## src/conv_ctrl_defs.vh

```
// Constants for the converter control and output clocking block
`ifndef CONV_CTRL_DEFS_VH
`define CONV_CTRL_DEFS_VH

// Serial frame layout
`define FRAME_BITS        6'd32
`define FRAME_HEADER      12'h001
`define HDR_HI            31
`define HDR_LO            20
`define ADDR_HI           19
`define ADDR_LO           16
`define DATA_HI           15
`define DATA_LO           0

// Register addresses
`define ADDR_CONFIG       4'h1
`define ADDR_OFFSET       4'h2
`define ADDR_FULL_SCALE   4'h3
`define ADDR_PHASE_FINE   4'hd
`define ADDR_PHASE_COARSE 4'he
`define ADDR_TEST_BUFFER  4'hf

// Reset values
`define CONFIG_RESET      16'h9eff
`define OFFSET_RESET      16'h0000
`define FULL_SCALE_RESET  16'h8000
`define PHASE_FINE_RESET  16'h0000
`define PHASE_COARSE_RESET 16'h0000
`define TEST_BUFFER_RESET 16'h0000

// Configuration fields
`define CFG_DIFF_RESET    14
`define CFG_RES_TRIM_DIS  13
`define CFG_DUTY_STAB     12
`define CFG_DDR_PHASE     11
`define CFG_DDR_DISABLE   10
`define CFG_OUT_EDGE      8

// Nine-bit code fields
`define CODE_HI           15
`define CODE_LO           7

// Test pattern register fields
`define TP_ENABLE         11

// Full-scale, offset and phase codes in normal control
`define FS_CODE_PIN_LOW   9'h0d8
`define FS_CODE_PIN_HIGH  9'h128
`define OFFSET_CODE_ZERO  9'h000
`define PHASE_ZERO        16'h0000

// Background phase trim
`define TRIM_PERIOD       4'hf
`define TRIM_MID          6'h20
`define TRIM_MAX          6'h3f
`define TRIM_MIN          6'h00

// Test pattern start
`define TP_SEED           8'h55

`endif

```

## src/two_entry_buffer.v

```verilog
// Two-entry valid/ready buffer between sample intake and output stage
`default_nettype none

module two_entry_buffer #(
  parameter WIDTH = 16
) (
  input  wire             ref_clk,
  input  wire             rst,
  input  wire [WIDTH-1:0] in_data,
  input  wire             in_valid,
  output wire             in_ready,
  output wire [WIDTH-1:0] out_data,
  output wire             out_valid,
  input  wire             out_ready
);

  reg [WIDTH-1:0] mem_q [0:1];
  reg             wr_ptr_q;
  reg             rd_ptr_q;
  reg [1:0]       count_q;
  wire            push;
  wire            pop;

  assign in_ready  = (count_q != 2'd2);
  assign out_valid = (count_q != 2'd0);
  assign out_data  = mem_q[rd_ptr_q];
  assign push      = in_valid & in_ready;
  assign pop       = out_valid & out_ready;

  always @(posedge ref_clk) begin
    if (rst) begin
      wr_ptr_q <= 1'b0;
      rd_ptr_q <= 1'b0;
      count_q  <= 2'd0;
    end else begin
      if (push) begin
        wr_ptr_q <= ~wr_ptr_q;
      end
      if (pop) begin
        rd_ptr_q <= ~rd_ptr_q;
      end
      if (push & ~pop) begin
        count_q <= count_q + 2'd1;
      end else if (pop & ~push) begin
        count_q <= count_q - 2'd1;
      end
    end
  end

  always @(posedge ref_clk) begin
    if (push) begin
      mem_q[wr_ptr_q] <= in_data;
    end
  end

endmodule

`default_nettype wire

```

## src/conv_ctrl.v

```verilog
// Converter control mode selection, serial registers and output clocking
`default_nettype none
`include "conv_ctrl_defs.vh"

module conv_ctrl (
  input  wire        ref_clk,
  input  wire        rst,
  // Control pins
  input  wire        extended_control_select,
  input  wire        output_edge_pin,
  input  wire        output_edge_pin_float,
  input  wire        full_scale_select_pin,
  input  wire        cal_delay_select_pin,
  input  wire        power_down_pin,
  // Serial register port
  input  wire        sclk,
  input  wire        sdata,
  input  wire        scs_n,
  // Converter cores
  input  wire [7:0]  sample_rise_data,
  input  wire [7:0]  sample_fall_data,
  input  wire        sample_valid,
  output wire        sample_ready,
  input  wire        skew_late,
  // Read side
  input  wire        read_clk,
  input  wire        read_enable,
  output reg  [7:0]  data_out,
  output reg         output_strobe,
  output reg         buffer_empty_flag,
  output reg         buffer_full_flag,
  // Analog settings
  output reg         core_enable,
  output reg  [8:0]  full_scale_code,
  output reg  [8:0]  offset_code,
  output reg  [15:0] phase_fine,
  output reg  [15:0] phase_coarse,
  output reg  [5:0]  phase_trim,
  output reg         cal_delay_long,
  output reg         duty_stab_enable,
  output reg         diff_reset_enable,
  output reg         res_trim_disable,
  output reg  [15:0] buffer_config
);

  ////////////////////////////////////////////////////////////////////////
  // Pin synchronisers
  reg [1:0] ext_s;
  reg [1:0] edge_s;
  reg [1:0] float_s;
  reg [1:0] fsr_s;
  reg [1:0] cal_s;
  reg [1:0] pd_s;
  reg [1:0] sclk_s;
  reg [1:0] sdata_s;
  reg [1:0] scs_s;
  reg [1:0] rclk_s;
  reg [1:0] ren_s;
  reg       sclk_prev_q;
  reg       rclk_prev_q;

  always @(posedge ref_clk) begin
    if (rst) begin
      ext_s   <= 2'h0;
      edge_s  <= 2'h0;
      float_s <= 2'h0;
      fsr_s   <= 2'h0;
      cal_s   <= 2'h0;
      pd_s    <= 2'h3;
      sclk_s  <= 2'h0;
      sdata_s <= 2'h0;
      scs_s   <= 2'h3;
      ren_s   <= 2'h0;
      sclk_prev_q <= 1'b0;
    end else begin
      ext_s   <= {ext_s[0], extended_control_select};
      edge_s  <= {edge_s[0], output_edge_pin};
      float_s <= {float_s[0], output_edge_pin_float};
      fsr_s   <= {fsr_s[0], full_scale_select_pin};
      cal_s   <= {cal_s[0], cal_delay_select_pin};
      pd_s    <= {pd_s[0], power_down_pin};
      sclk_s  <= {sclk_s[0], sclk};
      sdata_s <= {sdata_s[0], sdata};
      scs_s   <= {scs_s[0], scs_n};
      ren_s   <= {ren_s[0], read_enable};
      sclk_prev_q <= sclk_s[1];
    end
  end

  // Read clock tracked through reset: no false edge after release
  always @(posedge ref_clk) begin
    rclk_s      <= {rclk_s[0], read_clk};
    rclk_prev_q <= rclk_s[1];
  end

  wire ext_mode  = ext_s[1];
  wire powered   = ~pd_s[1];
  wire sclk_rise = sclk_s[1] & ~sclk_prev_q;
  wire rclk_rise = rclk_s[1] & ~rclk_prev_q;
  wire rclk_fall = ~rclk_s[1] & rclk_prev_q;

  ////////////////////////////////////////////////////////////////////////
  // Serial frame receiver and register file
  reg [31:0] shift_q;
  reg [5:0]  bit_cnt_q;
  reg        frame_done_q;
  reg [15:0] cfg_q;
  reg [15:0] offset_q;
  reg [15:0] fs_q;
  reg [15:0] fine_q;
  reg [15:0] coarse_q;
  reg [15:0] tpb_q;
  wire [31:0] shift_d = {shift_q[30:0], sdata_s[1]};

  always @(posedge ref_clk) begin
    if (rst) begin
      shift_q      <= 32'h0;
      bit_cnt_q    <= 6'h0;
      frame_done_q <= 1'b0;
    end else begin
      frame_done_q <= 1'b0;
      if (scs_s[1] | ~ext_mode) begin
        bit_cnt_q <= 6'h0;
      end else if (sclk_rise) begin
        shift_q <= shift_d;
        if (bit_cnt_q == `FRAME_BITS - 6'd1) begin
          // Back-to-back frames start at the next clock
          bit_cnt_q    <= 6'h0;
          frame_done_q <= 1'b1;
        end else begin
          bit_cnt_q <= bit_cnt_q + 6'd1;
        end
      end
    end
  end

  wire        hdr_ok  = (shift_q[`HDR_HI:`HDR_LO] == `FRAME_HEADER);
  wire [3:0]  wr_addr = shift_q[`ADDR_HI:`ADDR_LO];
  wire [15:0] wr_data = shift_q[`DATA_HI:`DATA_LO];
  wire        wr_en   = frame_done_q & hdr_ok;

  // Only reset clears these; power-down leaves them intact
  always @(posedge ref_clk) begin
    if (rst) begin
      cfg_q    <= `CONFIG_RESET;
      offset_q <= `OFFSET_RESET;
      fs_q     <= `FULL_SCALE_RESET;
      fine_q   <= `PHASE_FINE_RESET;
      coarse_q <= `PHASE_COARSE_RESET;
      tpb_q    <= `TEST_BUFFER_RESET;
    end else if (wr_en) begin
      case (wr_addr)
        `ADDR_CONFIG:       cfg_q    <= wr_data;
        `ADDR_OFFSET:       offset_q <= wr_data;
        `ADDR_FULL_SCALE:   fs_q     <= wr_data;
        `ADDR_PHASE_FINE:   fine_q   <= wr_data;
        `ADDR_PHASE_COARSE: coarse_q <= wr_data;
        `ADDR_TEST_BUFFER:  tpb_q    <= wr_data;
        default:            cfg_q    <= cfg_q;
      endcase
    end
  end

  ////////////////////////////////////////////////////////////////////////
  // Effective settings per control mode
  // Mode pin is assumed static while running
  reg ddr_mode;
  reg sdr_rising;
  reg ddr_mid_phase;
  reg test_pattern_on;

  always @* begin
    if (ext_mode) begin
      ddr_mode        = ~cfg_q[`CFG_DDR_DISABLE];
      sdr_rising      = cfg_q[`CFG_OUT_EDGE];
      ddr_mid_phase   = cfg_q[`CFG_DDR_PHASE];
      test_pattern_on = tpb_q[`TP_ENABLE];
    end else begin
      ddr_mode        = float_s[1];
      sdr_rising      = edge_s[1];
      ddr_mid_phase   = 1'b0;
      test_pattern_on = 1'b0;
    end
  end

  always @(posedge ref_clk) begin
    if (rst) begin
      full_scale_code   <= `FS_CODE_PIN_LOW;
      offset_code       <= `OFFSET_CODE_ZERO;
      phase_fine        <= `PHASE_ZERO;
      phase_coarse      <= `PHASE_ZERO;
      cal_delay_long    <= 1'b0;
      duty_stab_enable  <= 1'b1;
      diff_reset_enable <= 1'b0;
      res_trim_disable  <= 1'b0;
      buffer_config     <= `TEST_BUFFER_RESET;
      core_enable       <= 1'b0;
    end else begin
      core_enable <= powered;
      if (ext_mode) begin
        full_scale_code   <= fs_q[`CODE_HI:`CODE_LO];
        offset_code       <= offset_q[`CODE_HI:`CODE_LO];
        phase_fine        <= fine_q;
        phase_coarse      <= coarse_q;
        cal_delay_long    <= 1'b0;
        duty_stab_enable  <= cfg_q[`CFG_DUTY_STAB];
        diff_reset_enable <= cfg_q[`CFG_DIFF_RESET];
        res_trim_disable  <= cfg_q[`CFG_RES_TRIM_DIS];
        buffer_config     <= tpb_q;
      end else begin
        full_scale_code   <= fsr_s[1] ? `FS_CODE_PIN_HIGH
                                      : `FS_CODE_PIN_LOW;
        offset_code       <= `OFFSET_CODE_ZERO;
        phase_fine        <= `PHASE_ZERO;
        phase_coarse      <= `PHASE_ZERO;
        cal_delay_long    <= cal_s[1];
        duty_stab_enable  <= 1'b1;
        diff_reset_enable <= 1'b0;
        res_trim_disable  <= 1'b0;
        buffer_config     <= `TEST_BUFFER_RESET;
      end
    end
  end

  ////////////////////////////////////////////////////////////////////////
  // Background edge trim, stepped by a divider enable
  reg [3:0] trim_div_q;
  wire      trim_tick = (trim_div_q == `TRIM_PERIOD);

  always @(posedge ref_clk) begin
    if (rst) begin
      trim_div_q <= 4'h0;
      phase_trim <= `TRIM_MID;
    end else begin
      trim_div_q <= trim_div_q + 4'h1;
      if (trim_tick & powered) begin
        if (skew_late & (phase_trim != `TRIM_MAX)) begin
          phase_trim <= phase_trim + 6'd1;
        end else if (~skew_late & (phase_trim != `TRIM_MIN)) begin
          phase_trim <= phase_trim - 6'd1;
        end
      end
    end
  end

  ////////////////////////////////////////////////////////////////////////
  // Sample intake through the two-entry buffer
  wire [15:0] buf_out_data;
  wire        buf_out_valid;
  wire        buf_in_ready;
  wire        buf_out_ready;
  wire        intake_valid = sample_valid & powered;

  assign sample_ready = buf_in_ready & powered;

  two_entry_buffer #(
    .WIDTH (16)
  ) u_buf (
    .ref_clk   (ref_clk),
    .rst       (rst),
    .in_data   ({sample_rise_data, sample_fall_data}),
    .in_valid  (intake_valid),
    .in_ready  (buf_in_ready),
    .out_data  (buf_out_data),
    .out_valid (buf_out_valid),
    .out_ready (buf_out_ready)
  );

  ////////////////////////////////////////////////////////////////////////
  // Output strobe and word sequencing on read clock edges
  reg       second_pending_q;
  reg [7:0] second_word_q;
  reg [7:0] pattern_q;
  reg       word_adv;

  always @* begin
    if (ddr_mode) begin
      word_adv = rclk_rise;
    end else begin
      // Word moves when the strobe reaches the chosen level
      word_adv = rclk_rise & ((~output_strobe) == sdr_rising);
    end
  end

  wire adv_ok = word_adv & ren_s[1];
  assign buf_out_ready = adv_ok & ~second_pending_q;

  always @(posedge ref_clk) begin
    if (rst) begin
      output_strobe <= 1'b0;
    end else if (ddr_mode & ddr_mid_phase) begin
      if (rclk_fall) begin
        output_strobe <= ~output_strobe;
      end
    end else if (rclk_rise) begin
      output_strobe <= ~output_strobe;
    end
  end

  always @(posedge ref_clk) begin
    if (rst) begin
      data_out          <= 8'h00;
      second_pending_q  <= 1'b0;
      second_word_q     <= 8'h00;
      pattern_q         <= `TP_SEED;
      buffer_empty_flag <= 1'b1;
      buffer_full_flag  <= 1'b0;
    end else begin
      if (adv_ok) begin
        if (test_pattern_on) begin
          data_out  <= pattern_q;
          pattern_q <= ~pattern_q;
        end else if (second_pending_q) begin
          data_out <= second_word_q;
        end else if (buf_out_valid) begin
          data_out <= buf_out_data[15:8];
        end
        if (second_pending_q) begin
          second_pending_q <= 1'b0;
        end else if (buf_out_valid) begin
          second_pending_q <= 1'b1;
          second_word_q    <= buf_out_data[7:0];
        end
      end
      if (rclk_rise) begin
        buffer_empty_flag <= ~buf_out_valid & ~second_pending_q;
        buffer_full_flag  <= ~buf_in_ready;
      end
    end
  end

endmodule

`default_nettype wire

```

## config.mk

```make
export PLATFORM = sky130hd
export DESIGN_NAME = conv_ctrl
export DESIGN_NICKNAME = d
export VERILOG_FILES = /design/src/two_entry_buffer.v /design/src/conv_ctrl.v
export VERILOG_INCLUDE_DIRS = /design/src /design/src/src
export SDC_FILE = /design/constraint.sdc
export NUM_CORES = 1
export LEC_CHECK = 0
export BUFFER_PORTS_ARGS = -buffer_cell sky130_fd_sc_hd__buf_2
export CORE_ASPECT_RATIO = 0.5
export CORE_MARGIN = 2
export CORE_UTILIZATION = 50
export DETAILED_ROUTE_END_ITERATION = 12
export PLACE_DENSITY_LB_ADDON = 0.05
export SKIP_LAST_GASP = 1
export SLEW_MARGIN = 30
export SYNTH_ARGS = -nofsm -noshare
export SYNTH_HDL_FRONTEND = slang
export SYNTH_SLANG_ARGS = --single-unit
```

## constraint.sdc

```tcl
create_clock -name ref_clk -period 2.55 [get_ports ref_clk]
set_clock_uncertainty 0.05 [all_clocks]
set_input_delay 0.51 -clock ref_clk [delete_from_list [all_inputs] [get_ports ref_clk]]
set_output_delay 0.51 -clock ref_clk [all_outputs]
set_load 0.005 [all_outputs]
```

### Word level (Yosys, flattened, before mapping)

Memory sizes are Yosys's and may differ from the RTL's. A register that Yosys moved wholly into a read port is not among the register bits.
Cells that the tools add are included.

| word-level totals | value |
|---|---|
| word-level logic and storage cells | 148 |
| RAM bits | 32 |
| memories kept | 1 |
| flip-flop bits (word level) | 271 |

| cells by class | value |
|---|---|
| eq/ne operators | 13 |
| $add $sub $neg | 6 |
| bitwise operators | 37 |
| reduce and logical (&&, ||, !) cells | 22 |
| mux-type cells | 25 |

Memory list:

| name | words | bits a word | read ports | clocked after Yosys merged registers in | write ports | RTL line | RTL |
|---|---|---|---|---|---|---|---|
| u_buf.mem_q | 2 | 16 | 1 | 1 | 1 | two_entry_buffer.v:17 | `reg [WIDTH-1:0] mem_q [0:1];` |

Operator list:

| kind | count |
|---|---|
| 8-bit 2-to-1 mux | 3 |
| 2-bit AND reduction | 11 |
| 1-bit AND | 18 |
| 6-bit 2-to-1 mux | 3 |
| 9-bit 2-to-1 mux | 2 |
| 1-bit NOT | 17 |
| 4-bit equality test, second input constant | 4 |
| 1-bit 2-to-1 mux | 15 |
| 6-bit by 1-bit adder with 6-bit output, second input constant | 2 |
| 12-bit by 1-bit equality test with 1-bit output, second input constant | 1 |
| 4-bit by 2-bit equality test with 1-bit output, second input constant | 2 |
| 8-bit NOT | 1 |
| 2-bit nonzero test | 4 |
| 6-bit by 5-bit equality test with 1-bit output, second input constant | 1 |
| 6-bit inequality test, second input constant | 1 |
| 6-bit nonzero test | 1 |
| 2-bit OR reduction | 3 |
| 6-bit by 1-bit subtractor with 6-bit output, second input constant | 1 |
| 4-bit by 1-bit adder with 4-bit output, second input constant | 1 |
| 4-bit by 1-bit equality test with 1-bit output, second input constant | 1 |
| 2-bit 2-to-1 mux | 2 |
| 2-bit inequality test, second input constant | 2 |
| 3-bit AND reduction | 1 |
| 3-bit nonzero test | 1 |
| 5 further kinds | 5 |

### Longest topological paths before layout

Gate-level depths: netlist (run 1).

| depth | value |
|---|---|
| depth in word-level cells | 10 |
| depth in mapped cells | 9 |
| mapped depth without buffers | 8 |

### By module

Synthesis (run 1) repeated with hierarchy kept, for this count alone.

| unflattened totals | value |
|---|---|
| cell total of the unflattened synthesis | 907 |
| area total of the unflattened synthesis | 9924.5 sq um |

By module, submodules not included:

| module | times used | sequential area each (sq um) | cells an instance | area an instance (sq um) |
|---|---|---|---|---|
| conv_ctrl | 1 | 4884.7 | 833 | 8548.2 |
| two_entry_buffer | 1 | 1061.0 | 74 | 1376.3 |

### Worst setup path before layout (run 1)

No wires, ideal clock.

| timing | value |
|---|---|
| path type | register to register |
| from | register phase_trim[0] |
| to | register phase_trim[5] |
| clock period less this slack | 2.654 ns |
| path buffers | 0 |
| setup time | 0.128 ns |
| data arrival time | 2.477 ns |
| setup slack | -0.104 ns |
| data required time | 2.372 ns |
| stages on the path, launching flop included | 9 |
| cells stage by stage | dfxtp_1 -> nand4_1 -> o21ai_0 -> ha_1 -> a211oi_1 -> o21bai_1 -> a2111oi_0 -> a221o_1 -> nor3_1 |

| between the ends | value |
|---|---|
| cells in the longest elaborated chain, start to end | 4 |
| elaborated cells on any way between the ends | 10 |
| classes of those cells | add/sub (2); eq/ne (1); mux (2); bitwise (2); reduce/logical (3) |

RTL lines:

| what | RTL line | RTL |
|---|---|---|
| start, declared | conv_ctrl.v:38 | `output reg [5:0] phase_trim,` |
| start signal, assigned | conv_ctrl.v:233 | `` phase_trim <= `TRIM_MID; `` |
| start signal, assigned | conv_ctrl.v:238 | `phase_trim <= phase_trim + 6'd1;` |
| start signal, assigned | conv_ctrl.v:240 | `phase_trim <= phase_trim - 6'd1;` |
| parallel branches: the longest is 4 deep, another holds 6-bit by 1-bit subtractor with 6-bit output | -- |  |

Parallel ways; which one is timed is not known. The select of a mux whose other input is x is not followed.
A chain may end at the register's enable or synchronous reset.

### Worst setup path after layout (run 1)

| timing | value |
|---|---|
| from | register phase_trim[2] |
| to | register phase_trim[5] |

Same word-level chain as after synthesis.

==> metrics, run 1 <==
Final #Nets 1062; commonest non-fill, non-tap cell in the layout dfxtp_1; GRT Overall Usage 17.84%; Hold Vio Cnt, Final 0; Inserted Clock Buffers 23; largest net degree at the start of global routing 72; final setup vio count 0; Fmax 427.0 MHz; Final TNS setup 0 ns; syn nets about 960; Setup crit start kind flip-flop; post-layout minimum cycle time 2.342 ns; status finished, final reports clean; RSZ-0062 raised after global routing false; ANT nets after route 0; P per Cell Area 704.5 mW/mm^2; post-synth cell types 53; post-route DRC violation count 0; die area between 0.02 and 0.025 mm^2; most frequent cells in the layout dfxtp_1 (247), buf_2 (118), nor2_1 (115), nand2_1 (91), mux2i_1 (89); Max Cap Violations 0; H-Tree Depth 1; Reg clk slew, reported paths 0.07 ns; EDFF count, synth 32; clock latency on the worst-skew pair 0.52 ns; CTS max path bufs 3; wirelength, routed ~19 mm; # rows 36; initial antenna violation count 0; clk sinks 281; Final Util between 50 and 60%; ys async rst share 0%; n_diodes 0; Hold Crit Class in -> reg; PortBufs 119; main flop type after synthesis dfxtp_1; Detailed Place HPWL 12.03 mm; Pwr Total 8.083 mW; Root Buffer clkbuf_16; Starting DRT DRC Count around 230; mean number of vias per cell approximately 4.9; fin. max-slew vios 0; area delta synth->final 15.84%; sequential area share after synthesis between 60% and 70%; overall die height roughly 100 um; layout cells sized above 1 19.23%; Setup Crit Path Kind reg -> reg; worst endpoint required time 2.91 ns; top cells by area, synth dfxtp_1 (50%), edfxtp_1 (9.7%), mux2i_1 (9.0%); Slew @ Worst Pin ~0.74 ns; Max VDD drop between 0.3 and 0.4 mV; first-pass GRT wire length between 30 and 40 mm; Final Wtd Congestion 0.7565; Worst Path Arrival 2.70 ns; Initial Utilization around 50%; Yosys top cell by area dfxtp_1; top-area cell type share of the netlist area about half; Hold WS 0.06732 ns; Initial DRT Pass Iterations 4; DIE WIDTH 203.0 um; number of I/O pins 120; cells after synthesis 918; Crit. End Element flip-flop; Relative slew margins 50.43%; number of global-route vias before repair 6109; gr ovfl total 0; flops & latches, synth 281; via count approximately 6400; period utilization between 90 and 100%; total number of yosys warnings 0; CP Max Fanout 5; CTS tree done; Routed WL per cell 14.28 um; syn_area_per_cell about 11 um^2; core footprint 0.01946 mm^2; cell area after synthesis 0.009903 mm^2; pre-CTS setup slack a little under 0.04 ns; PnR worst setup slack 0.2083 ns; Pleak 4.665 nW
## cells by family after synthesis
group                    synth area share, %
AO/OA/AOI/OAI                          5.749
flip-flops                             60.04
multiplexers                           9.905
buffers and inverters                  2.969
AND/OR/NAND/NOR                        18.31
XOR/XNOR                               1.946
adder cells (fa/ha/maj)                1.087
## per-layer routing
metal / part of all wire, % / global-route usage (%) / vias to the layer above
met5: 0 / 0 / -
li1: - / - / 3269
met2: 45 / 28.38 / 99
met3: 5.0 / 4.248 / 23
met4: 1.3 / 3.337 / 0
met1: 49 / 25.04 / 3038
## stage by stage
step	cell area [um^2]	std cells
finish	11470	1306
global route	11470	1306
CTS	11460	1306
detailed placement	10750	1264
global placement	10750	1264
floorplan	9903	918
## critical path, stage by stage (launching register included)
cell	delay, ns
dfxtp_1	0.40
nand4_1	0.13
o21ai_2	0.23
ha_1	0.28
a211oi_1	0.30
o21bai_1	0.17
a21o_1	0.23
a221o_1	0.31
nor3_1	0.15
## synth_stat cells (all sizes together), types with 4 or more instances
cell type  count
nor3          12
nor4b          4
ha             7
xor2          11
nor2         115
xnor2         11
a311oi         9
and2          61
nand4          4
nand2b        12
buf           15
mux2i         89
clkbuf        45
edfxtp        32
or2            6
nand2         91
o21ai         14
a211o          5
inv            6
mux2           8
nor2b         26
nand3         10
a21oi         40
dfxtp        249
a21o           8
## cell type report
cell class	count	area (um^2)
clock buffer	35	650.6
clock inverter	7	60.06
fill	1661	7986
inverter	6	22.52
multi-input combinational	571	3686
sequential	281	5948
tap	266	332.8
timing repair buffer	140	772.0
## report_power, final
group	switching [mW]	leakage [nW]	internal, mW	total, mW
registers	0.0180	2.30	4.50	4.52
clock network	1.51	0.347	1.87	3.38
logic	0.111	2.02	0.0708	0.182
## flip-flops by register name, indices dropped and copies added, names as in the netlist, 4 cells and up, named ones only
name             cells
bit_cnt_q            6
buffer_config       16
cfg_q                6
coarse_q            16
data_out             8
fine_q              16
fs_q                 9
full_scale_code      9
offset_code          9
offset_q             9
pattern_q            8
phase_coarse        16
phase_fine          16
phase_trim           6
second_word_q        8
shift_q             32
tpb_q               16
trim_div_q           4
u_buf.mem_q         32
## final timing paths
check	from	end	slack, ns	cells past startpoint
worst max-delay path	phase_trim[2]$_SDFFE_PP0P_	phase_trim[5]$_SDFFE_PP1P_	0.21	8
worst min-delay path	read_clk	rclk_s[0]$_DFF_P_	0.07	1
worst max register to register	phase_trim[2]$_SDFFE_PP0P_	phase_trim[5]$_SDFFE_PP1P_	0.21	8
worst min register to register	rclk_s[0]$_DFF_P_	rclk_s[1]$_DFF_P_	0.28	0
## what timing repair did
action                     CTS  global route
gates resized for setup      0             5
buffers inserted             0             0
setup endpoints to repair    0             1
hold buffers                 0             0
hold endpoints to repair     0             0
Power figures use the tool's default switching activity.
==> inputs of run 2 (changes only) <==
--- a/config.mk
+++ b/config.mk
@@ -11,7 +11,7 @@
 export CORE_MARGIN = 2
 export CORE_UTILIZATION = 50
 export DETAILED_ROUTE_END_ITERATION = 12
-export PLACE_DENSITY_LB_ADDON = 0.05
+export PLACE_DENSITY = 0.73
 export SKIP_LAST_GASP = 1
 export SLEW_MARGIN = 30
 export SYNTH_ARGS = -nofsm -noshare
==> run 2 against run 1 <==
Effect of this change:
- register-to-register slack got worse by 0.07 ns
- global-route usage is 0.13 points higher
- power grew 4.5%
- clock power increased by 11%
- critical path depth unchanged
- flip-flop and latch count did not move
- hold slack lost 0.025 ns
- final cell count hardly changed
==> metrics, run 2 (synthesized netlist as in run 1, its figures left out) <==
Worst Path Arrival 2.80 ns (+0.10 ns); # rows 36 (unchanged); Detailed Place HPWL 12.17 mm (+1.2%); worst endpoint required time 2.94 ns (+0.03 ns); Starting DRT DRC Count 352 (+55%); n_diodes 0 (unchanged); Hold Vio Cnt, Final 0 (unchanged); Final Util 59.36% (+0.41 points); Crit. End Element flip-flop; RSZ-0062 raised after global routing false; fin. max-slew vios 0 (unchanged); reg2reg end phase_trim[5]$_SDFFE_PP1P_; first-pass GRT wire length 31.07 mm (+0.78%); R2R setup slack 0.14 ns (-0.07 ns); Slew @ Worst Pin 0.7176 ns (-0.02599 ns); Pleak 4.713 nW (+1.0%); Relative slew margins 51.40% (+0.98 points); Critical R2R Launch phase_trim[5]$_SDFFE_PP1P_; period utilization 94.41% (+2.6 points); number of I/O pins 120 (unchanged); Pwr Total 8.450 mW (+4.5%); Setup crit start kind flip-flop; H-Tree Depth 1 (unchanged); GRT Overall Usage 17.97% (+0.13 points); DIE WIDTH 203.0 um (unchanged); post-CTS setup buffer count 0 (unchanged); Setup Crit Path Kind reg -> reg; layout cells sized above 1 19.88% (+0.65 points); ANT nets after route 0 (unchanged); Max VDD drop 0.4508 mV (+16%); status finished, final reports clean; clk sinks 281 (unchanged); core footprint 0.01946 mm^2 (unchanged); post-route DRC violation count 0 (unchanged); Fillers 1652 (-0.54%); largest net degree at the start of global routing 63 (-13%); CTS tree done; CP Max Fanout 7 (+2); Root Buffer clkbuf_16; leading registers by flop count shift_q (32), u_buf.mem_q (32); area of the multi-input gates 0.003686 mm^2 (unchanged); wirelength, routed 18.95 mm (+1.6%); Routed WL per cell 14.50 um (+1.5%); P per Cell Area 731.5 mW/mm^2 (+3.8%); # hold bufs at CTS 0 (unchanged); PortBufs 119 (unchanged); post-layout minimum cycle time 2.408 ns (+0.06582 ns); die area 0.02102 mm^2 (unchanged); Hold Crit Class in -> reg; overall die height 103.5 um (unchanged); mean number of vias per cell 4.983 (+1.2%); critical path launch point phase_trim[5]$_SDFFE_PP1P_; commonest non-fill, non-tap cell in the layout dfxtp_1; most frequent cells in the layout dfxtp_1 (248), buf_2 (118), nor2_1 (115), nand2_1 (91), mux2i_1 (89); CP endpoint phase_trim[5]$_SDFFE_PP1P_; gr ovfl total 0 (unchanged); final setup vio count 0 (unchanged); via count 6513 (+1.3%); initial antenna violation count 0 (unchanged); area delta synth->final 16.64%; reg2reg path depth 8 (unchanged); Final #Nets 1062 (unchanged); Inserted Clock Buffers 25 (+8.7%); pre-CTS setup slack -0.008169 ns (-0.04749 ns); Final Wtd Congestion 0.7732 (+2.2%); number of global-route vias before repair 6282 (+2.8%); Initial DRT Pass Iterations 4 (unchanged); Reg clk slew, reported paths 0.06 ns (about the same); Reg area 0.005947 mm^2 (about the same); Max Cap Violations 0 (unchanged); CTS max path bufs 3 (unchanged); Initial Utilization 50.89% (unchanged); Fmax 415.4 MHz (-2.7%); PnR worst setup slack 0.1425 ns (-0.06582 ns); clock latency on the worst-skew pair 0.53 ns (about the same)
run 2: cell type report:
type | count | share of cell area [%]
flip-flops and latches | 281 | 51.48
multi-input cells | 571 | 31.91
repair buffers | 138 | 6.445
clock buffers | 30 | 5.752
well taps | 266 | 2.881
clock inverters | 15 | 1.332
inverters | 6 | 0.1950
run 2: worst max-delay path, cell delays in order, from the launching register on:
cell      delay, ns
dfxtp_1        0.45
nand4_1        0.15
o21ai_2        0.25
ha_1           0.31
a211oi_2       0.28
o21bai_1       0.16
a21o_1         0.23
a221o_1        0.33
nor3_1         0.12
run 2: layer usage:
layer / wire length (um) / GRT usage, % / vias up
met4: 254 / 3.754 / 0
met1: 8657 / 23.81 / 3100
met2: 9057 / 30.11 / 119
met3: 979 / 4.248 / 24
met5: 0 / 0 / -
li1: - / - / 3270
run 2: where the power goes:
group | switching [mW] | total [mW] | internal, mW
Sequential | 0.0174 | 4.52 | 4.50
Combinational | 0.114 | 0.184 | 0.0702
Clock | 1.58 | 3.74 | 2.16
Total | 1.71 | 8.45 | 6.74
run 2: worst min-delay path by stage:
stage,start,to,slack [ns],cells past startpoint
3_3_place_gp,rclk_s[0]$_DFF_P_,rclk_s[1]$_DFF_P_,0.26,0
3_5_place_dp,rclk_s[0]$_DFF_P_,rclk_s[1]$_DFF_P_,0.26,0
5_1_grt,read_clk,rclk_s[0]$_DFF_P_,0.02,1
2_1_floorplan,rclk_s[0]$_DFF_P_,rclk_s[1]$_DFF_P_,0.26,0
4_1_cts,read_clk,rclk_s[0]$_DFF_P_,0.02,1
6_report,read_clk,rclk_s[0]$_DFF_P_,0.04,1
run 2: through the flow:
step                      hold WS (ns)  instances  cell area, um^2   TNS [ns]
final                          0.04208       1307            11550          0
after global routing           0.01665       1307            11550          0
after CTS                      0.01864       1307            11540          0
after detailed placement        0.2635       1262            10720  -0.008169
after global placement          0.2632       1262            10720          0
after floorplan                 0.2596        918             9903          0
run 2: repair_timing:
item	in CTS	in global routing
setup endpoints to repair	1	1
pin swaps	0	0
gates resized for setup	1	4
hold endpoints to repair	0	0
cloned	0	0
==> inputs of run 3 (changes only) <==
--- a/config.mk
+++ b/config.mk
@@ -11,7 +11,7 @@
 export CORE_MARGIN = 2
 export CORE_UTILIZATION = 50
 export DETAILED_ROUTE_END_ITERATION = 12
-export PLACE_DENSITY = 0.73
+export PLACE_DENSITY_LB_ADDON = 0.25
 export SKIP_LAST_GASP = 1
 export SLEW_MARGIN = 30
 export SYNTH_ARGS = -nofsm -noshare
==> run 3 against run 2 <==
Effect of this change:
- wire length down 2.5%
- flip-flop and latch count is the same
- via count is 0.77% lower
- non-clock buffer count is 1 higher
- first-iteration DRC count shrank 1.7%
- die area unchanged
- combinational power hardly changed
- critical endpoint unchanged
==> metrics, run 3 (synthesized netlist as in run 1, its figures left out) <==
period utilization 91.01% (-3.4 points); post-layout minimum cycle time 2.321 ns (-0.08683 ns); via count 6463 (-0.77%); layout cells sized above 1 19.31% (-0.58 points); Pleak 4.703 nW (-0.20%); Setup crit start kind flip-flop; Relative slew margins 49.76% (-1.6 points); Hold Vio Cnt, Final 0 (unchanged); Setup Crit Path Kind reg -> reg; CTS tree done; Crit. End Element flip-flop; DIE WIDTH 203.0 um (unchanged); wirelength, routed 18.47 mm (-2.5%); Initial DRT Pass Iterations 5 (+1); Reg clk slew, reported paths 0.06 ns (about the same); die area 0.02102 mm^2 (unchanged); leading registers by flop count shift_q (32), u_buf.mem_q (32); mean number of vias per cell 4.945 (-0.77%); clock latency on the worst-skew pair 0.52 ns (about the same); Final TNS setup 0 ns (unchanged); Fillers 1695 (+2.6%); fin. max-slew vios 0 (unchanged); GRT Overall Usage 17.66% (-0.31 points); CTS resizes 0 (-1); status finished, final reports clean; Hold WS 0.04637 ns (+0.004286 ns); Slew @ Worst Pin 0.7537 ns (+0.03607 ns); Fmax 430.9 MHz (+3.7%); # hold bufs at CTS 0 (unchanged); largest net degree at the start of global routing 64 (+1.6%); RSZ-0062 raised after global routing false; Finished Layout Cells 1307 (unchanged); overall die height 103.5 um (unchanged); dpl cells 1263 (+0.079%); ANT nets after route 0 (unchanged); Max VDD drop 0.4781 mV (+6.0%); post-route DRC violation count 0 (unchanged); initial antenna violation count 0 (unchanged); post-CTS setup buffer count 0 (unchanged); H-Tree Depth 1 (unchanged); clk sinks 281 (unchanged); most frequent cells in the layout dfxtp_1 (249), buf_2 (118), nor2_1 (115), nand2_1 (91), mux2i_1 (89); number of I/O pins 120 (unchanged); final setup vio count 0 (unchanged); CP Max Fanout 5 (-2); Final Util 59.25% (-0.11 points); CTS max path bufs 3 (unchanged); Starting DRT DRC Count 346 (-1.7%); P per Cell Area 723.6 mW/mm^2 (-1.1%); Worst Path Arrival 2.68 ns (-0.12 ns); first-pass GRT wire length 30.22 mm (-2.8%); Hold Crit Class in -> reg; Inserted Clock Buffers 25 (unchanged); gr ovfl total 0 (unchanged); number of global-route vias before repair 6123 (-2.5%); Final Wtd Congestion 0.7847 (+1.5%); worst endpoint required time 2.91 ns (-0.03 ns); PortBufs 119 (unchanged); n_diodes 0 (unchanged); Detailed Place HPWL 11.92 mm (-2.1%); Routed WL per cell 14.13 um (-2.5%); core footprint 0.01946 mm^2 (unchanged); # rows 36 (unchanged); Final #Nets 1063 (+0.094%); Max Cap Violations 0 (unchanged); commonest non-fill, non-tap cell in the layout dfxtp_1; Root Buffer clkbuf_16; area delta synth->final 16.42%; Initial Utilization 50.89% (unchanged)
run 3: changes by cell type in the layout (fill, tap and decap cells not counted), moves of 2 or more:
| cell | change |
|---|---|
| clkinv_2 | -4 |
| clkbuf_1 | +3 |
| bufinv_16 | -2 |
| clkbuf_8 | +2 |
run 3: where the power goes:
group | leakage (nW) | switching, mW | internal [mW]
Clock | 0.396 | 1.55 | 2.09
Combinational | 2.01 | 0.112 | 0.0694
Sequential | 2.30 | 0.0177 | 4.50
Total | 4.70 | 1.68 | 6.66
run 3: routing by layer:
| metal | part of all wire [%] | GRT usage [%] |
|---|---|---|
| met1 | 47 | 23.33 |
| met2 | 46 | 28.94 |
| met3 | 5.1 | 4.185 |
| met4 | 2.5 | 5.214 |
| met5 | 0 | 0 |
run 3: layout make-up:
type,count,area [um^2],area share [%]
clock inverters,8,73.82,0.6403
inverters,6,22.52,0.1953
flip-flops and latches,281,5946,51.57
clock buffers,36,728.2,6.316
well taps,266,332.8,2.887
repair buffers,139,752.0,6.522
multi-input cells,571,3675,31.87
run 3: worst paths after layout:
kind	startpoint	to	slack, ns	cells past startpoint
worst max-delay path	phase_trim[2]$_SDFFE_PP0P_	phase_trim[5]$_SDFFE_PP1P_	0.23	8
worst min-delay path	read_clk	rclk_s[0]$_DFF_P_	0.05	1
worst min register to register	rclk_s[0]$_DFF_P_	rclk_s[1]$_DFF_P_	0.28	0
worst max register to register	phase_trim[2]$_SDFFE_PP0P_	phase_trim[5]$_SDFFE_PP1P_	0.23	8
run 3: per-stage QoR:
stage | power [mW] | worst slack [ns] | cell area, um^2
finish | 8.343 | 0.2293 | 11530
global route | 8.665 | 0.08664 | 11530
CTS | 8.460 | 0.1404 | 11530
detailed placement | 4.805 | 0.1337 | 10720
global placement | 4.798 | 0.2404 | 10720
floorplan | 4.733 | 0.1121 | 9903
run 3: critical path: stages (launching register included):
cell       delay (ns)
dfxtp_1          0.40
nand4_1          0.13
o21ai_2          0.24
ha_1             0.29
a211oi_1         0.32
o21bai_1         0.15
a2111oi_0        0.40
a221o_1          0.18
nor3_1           0.04
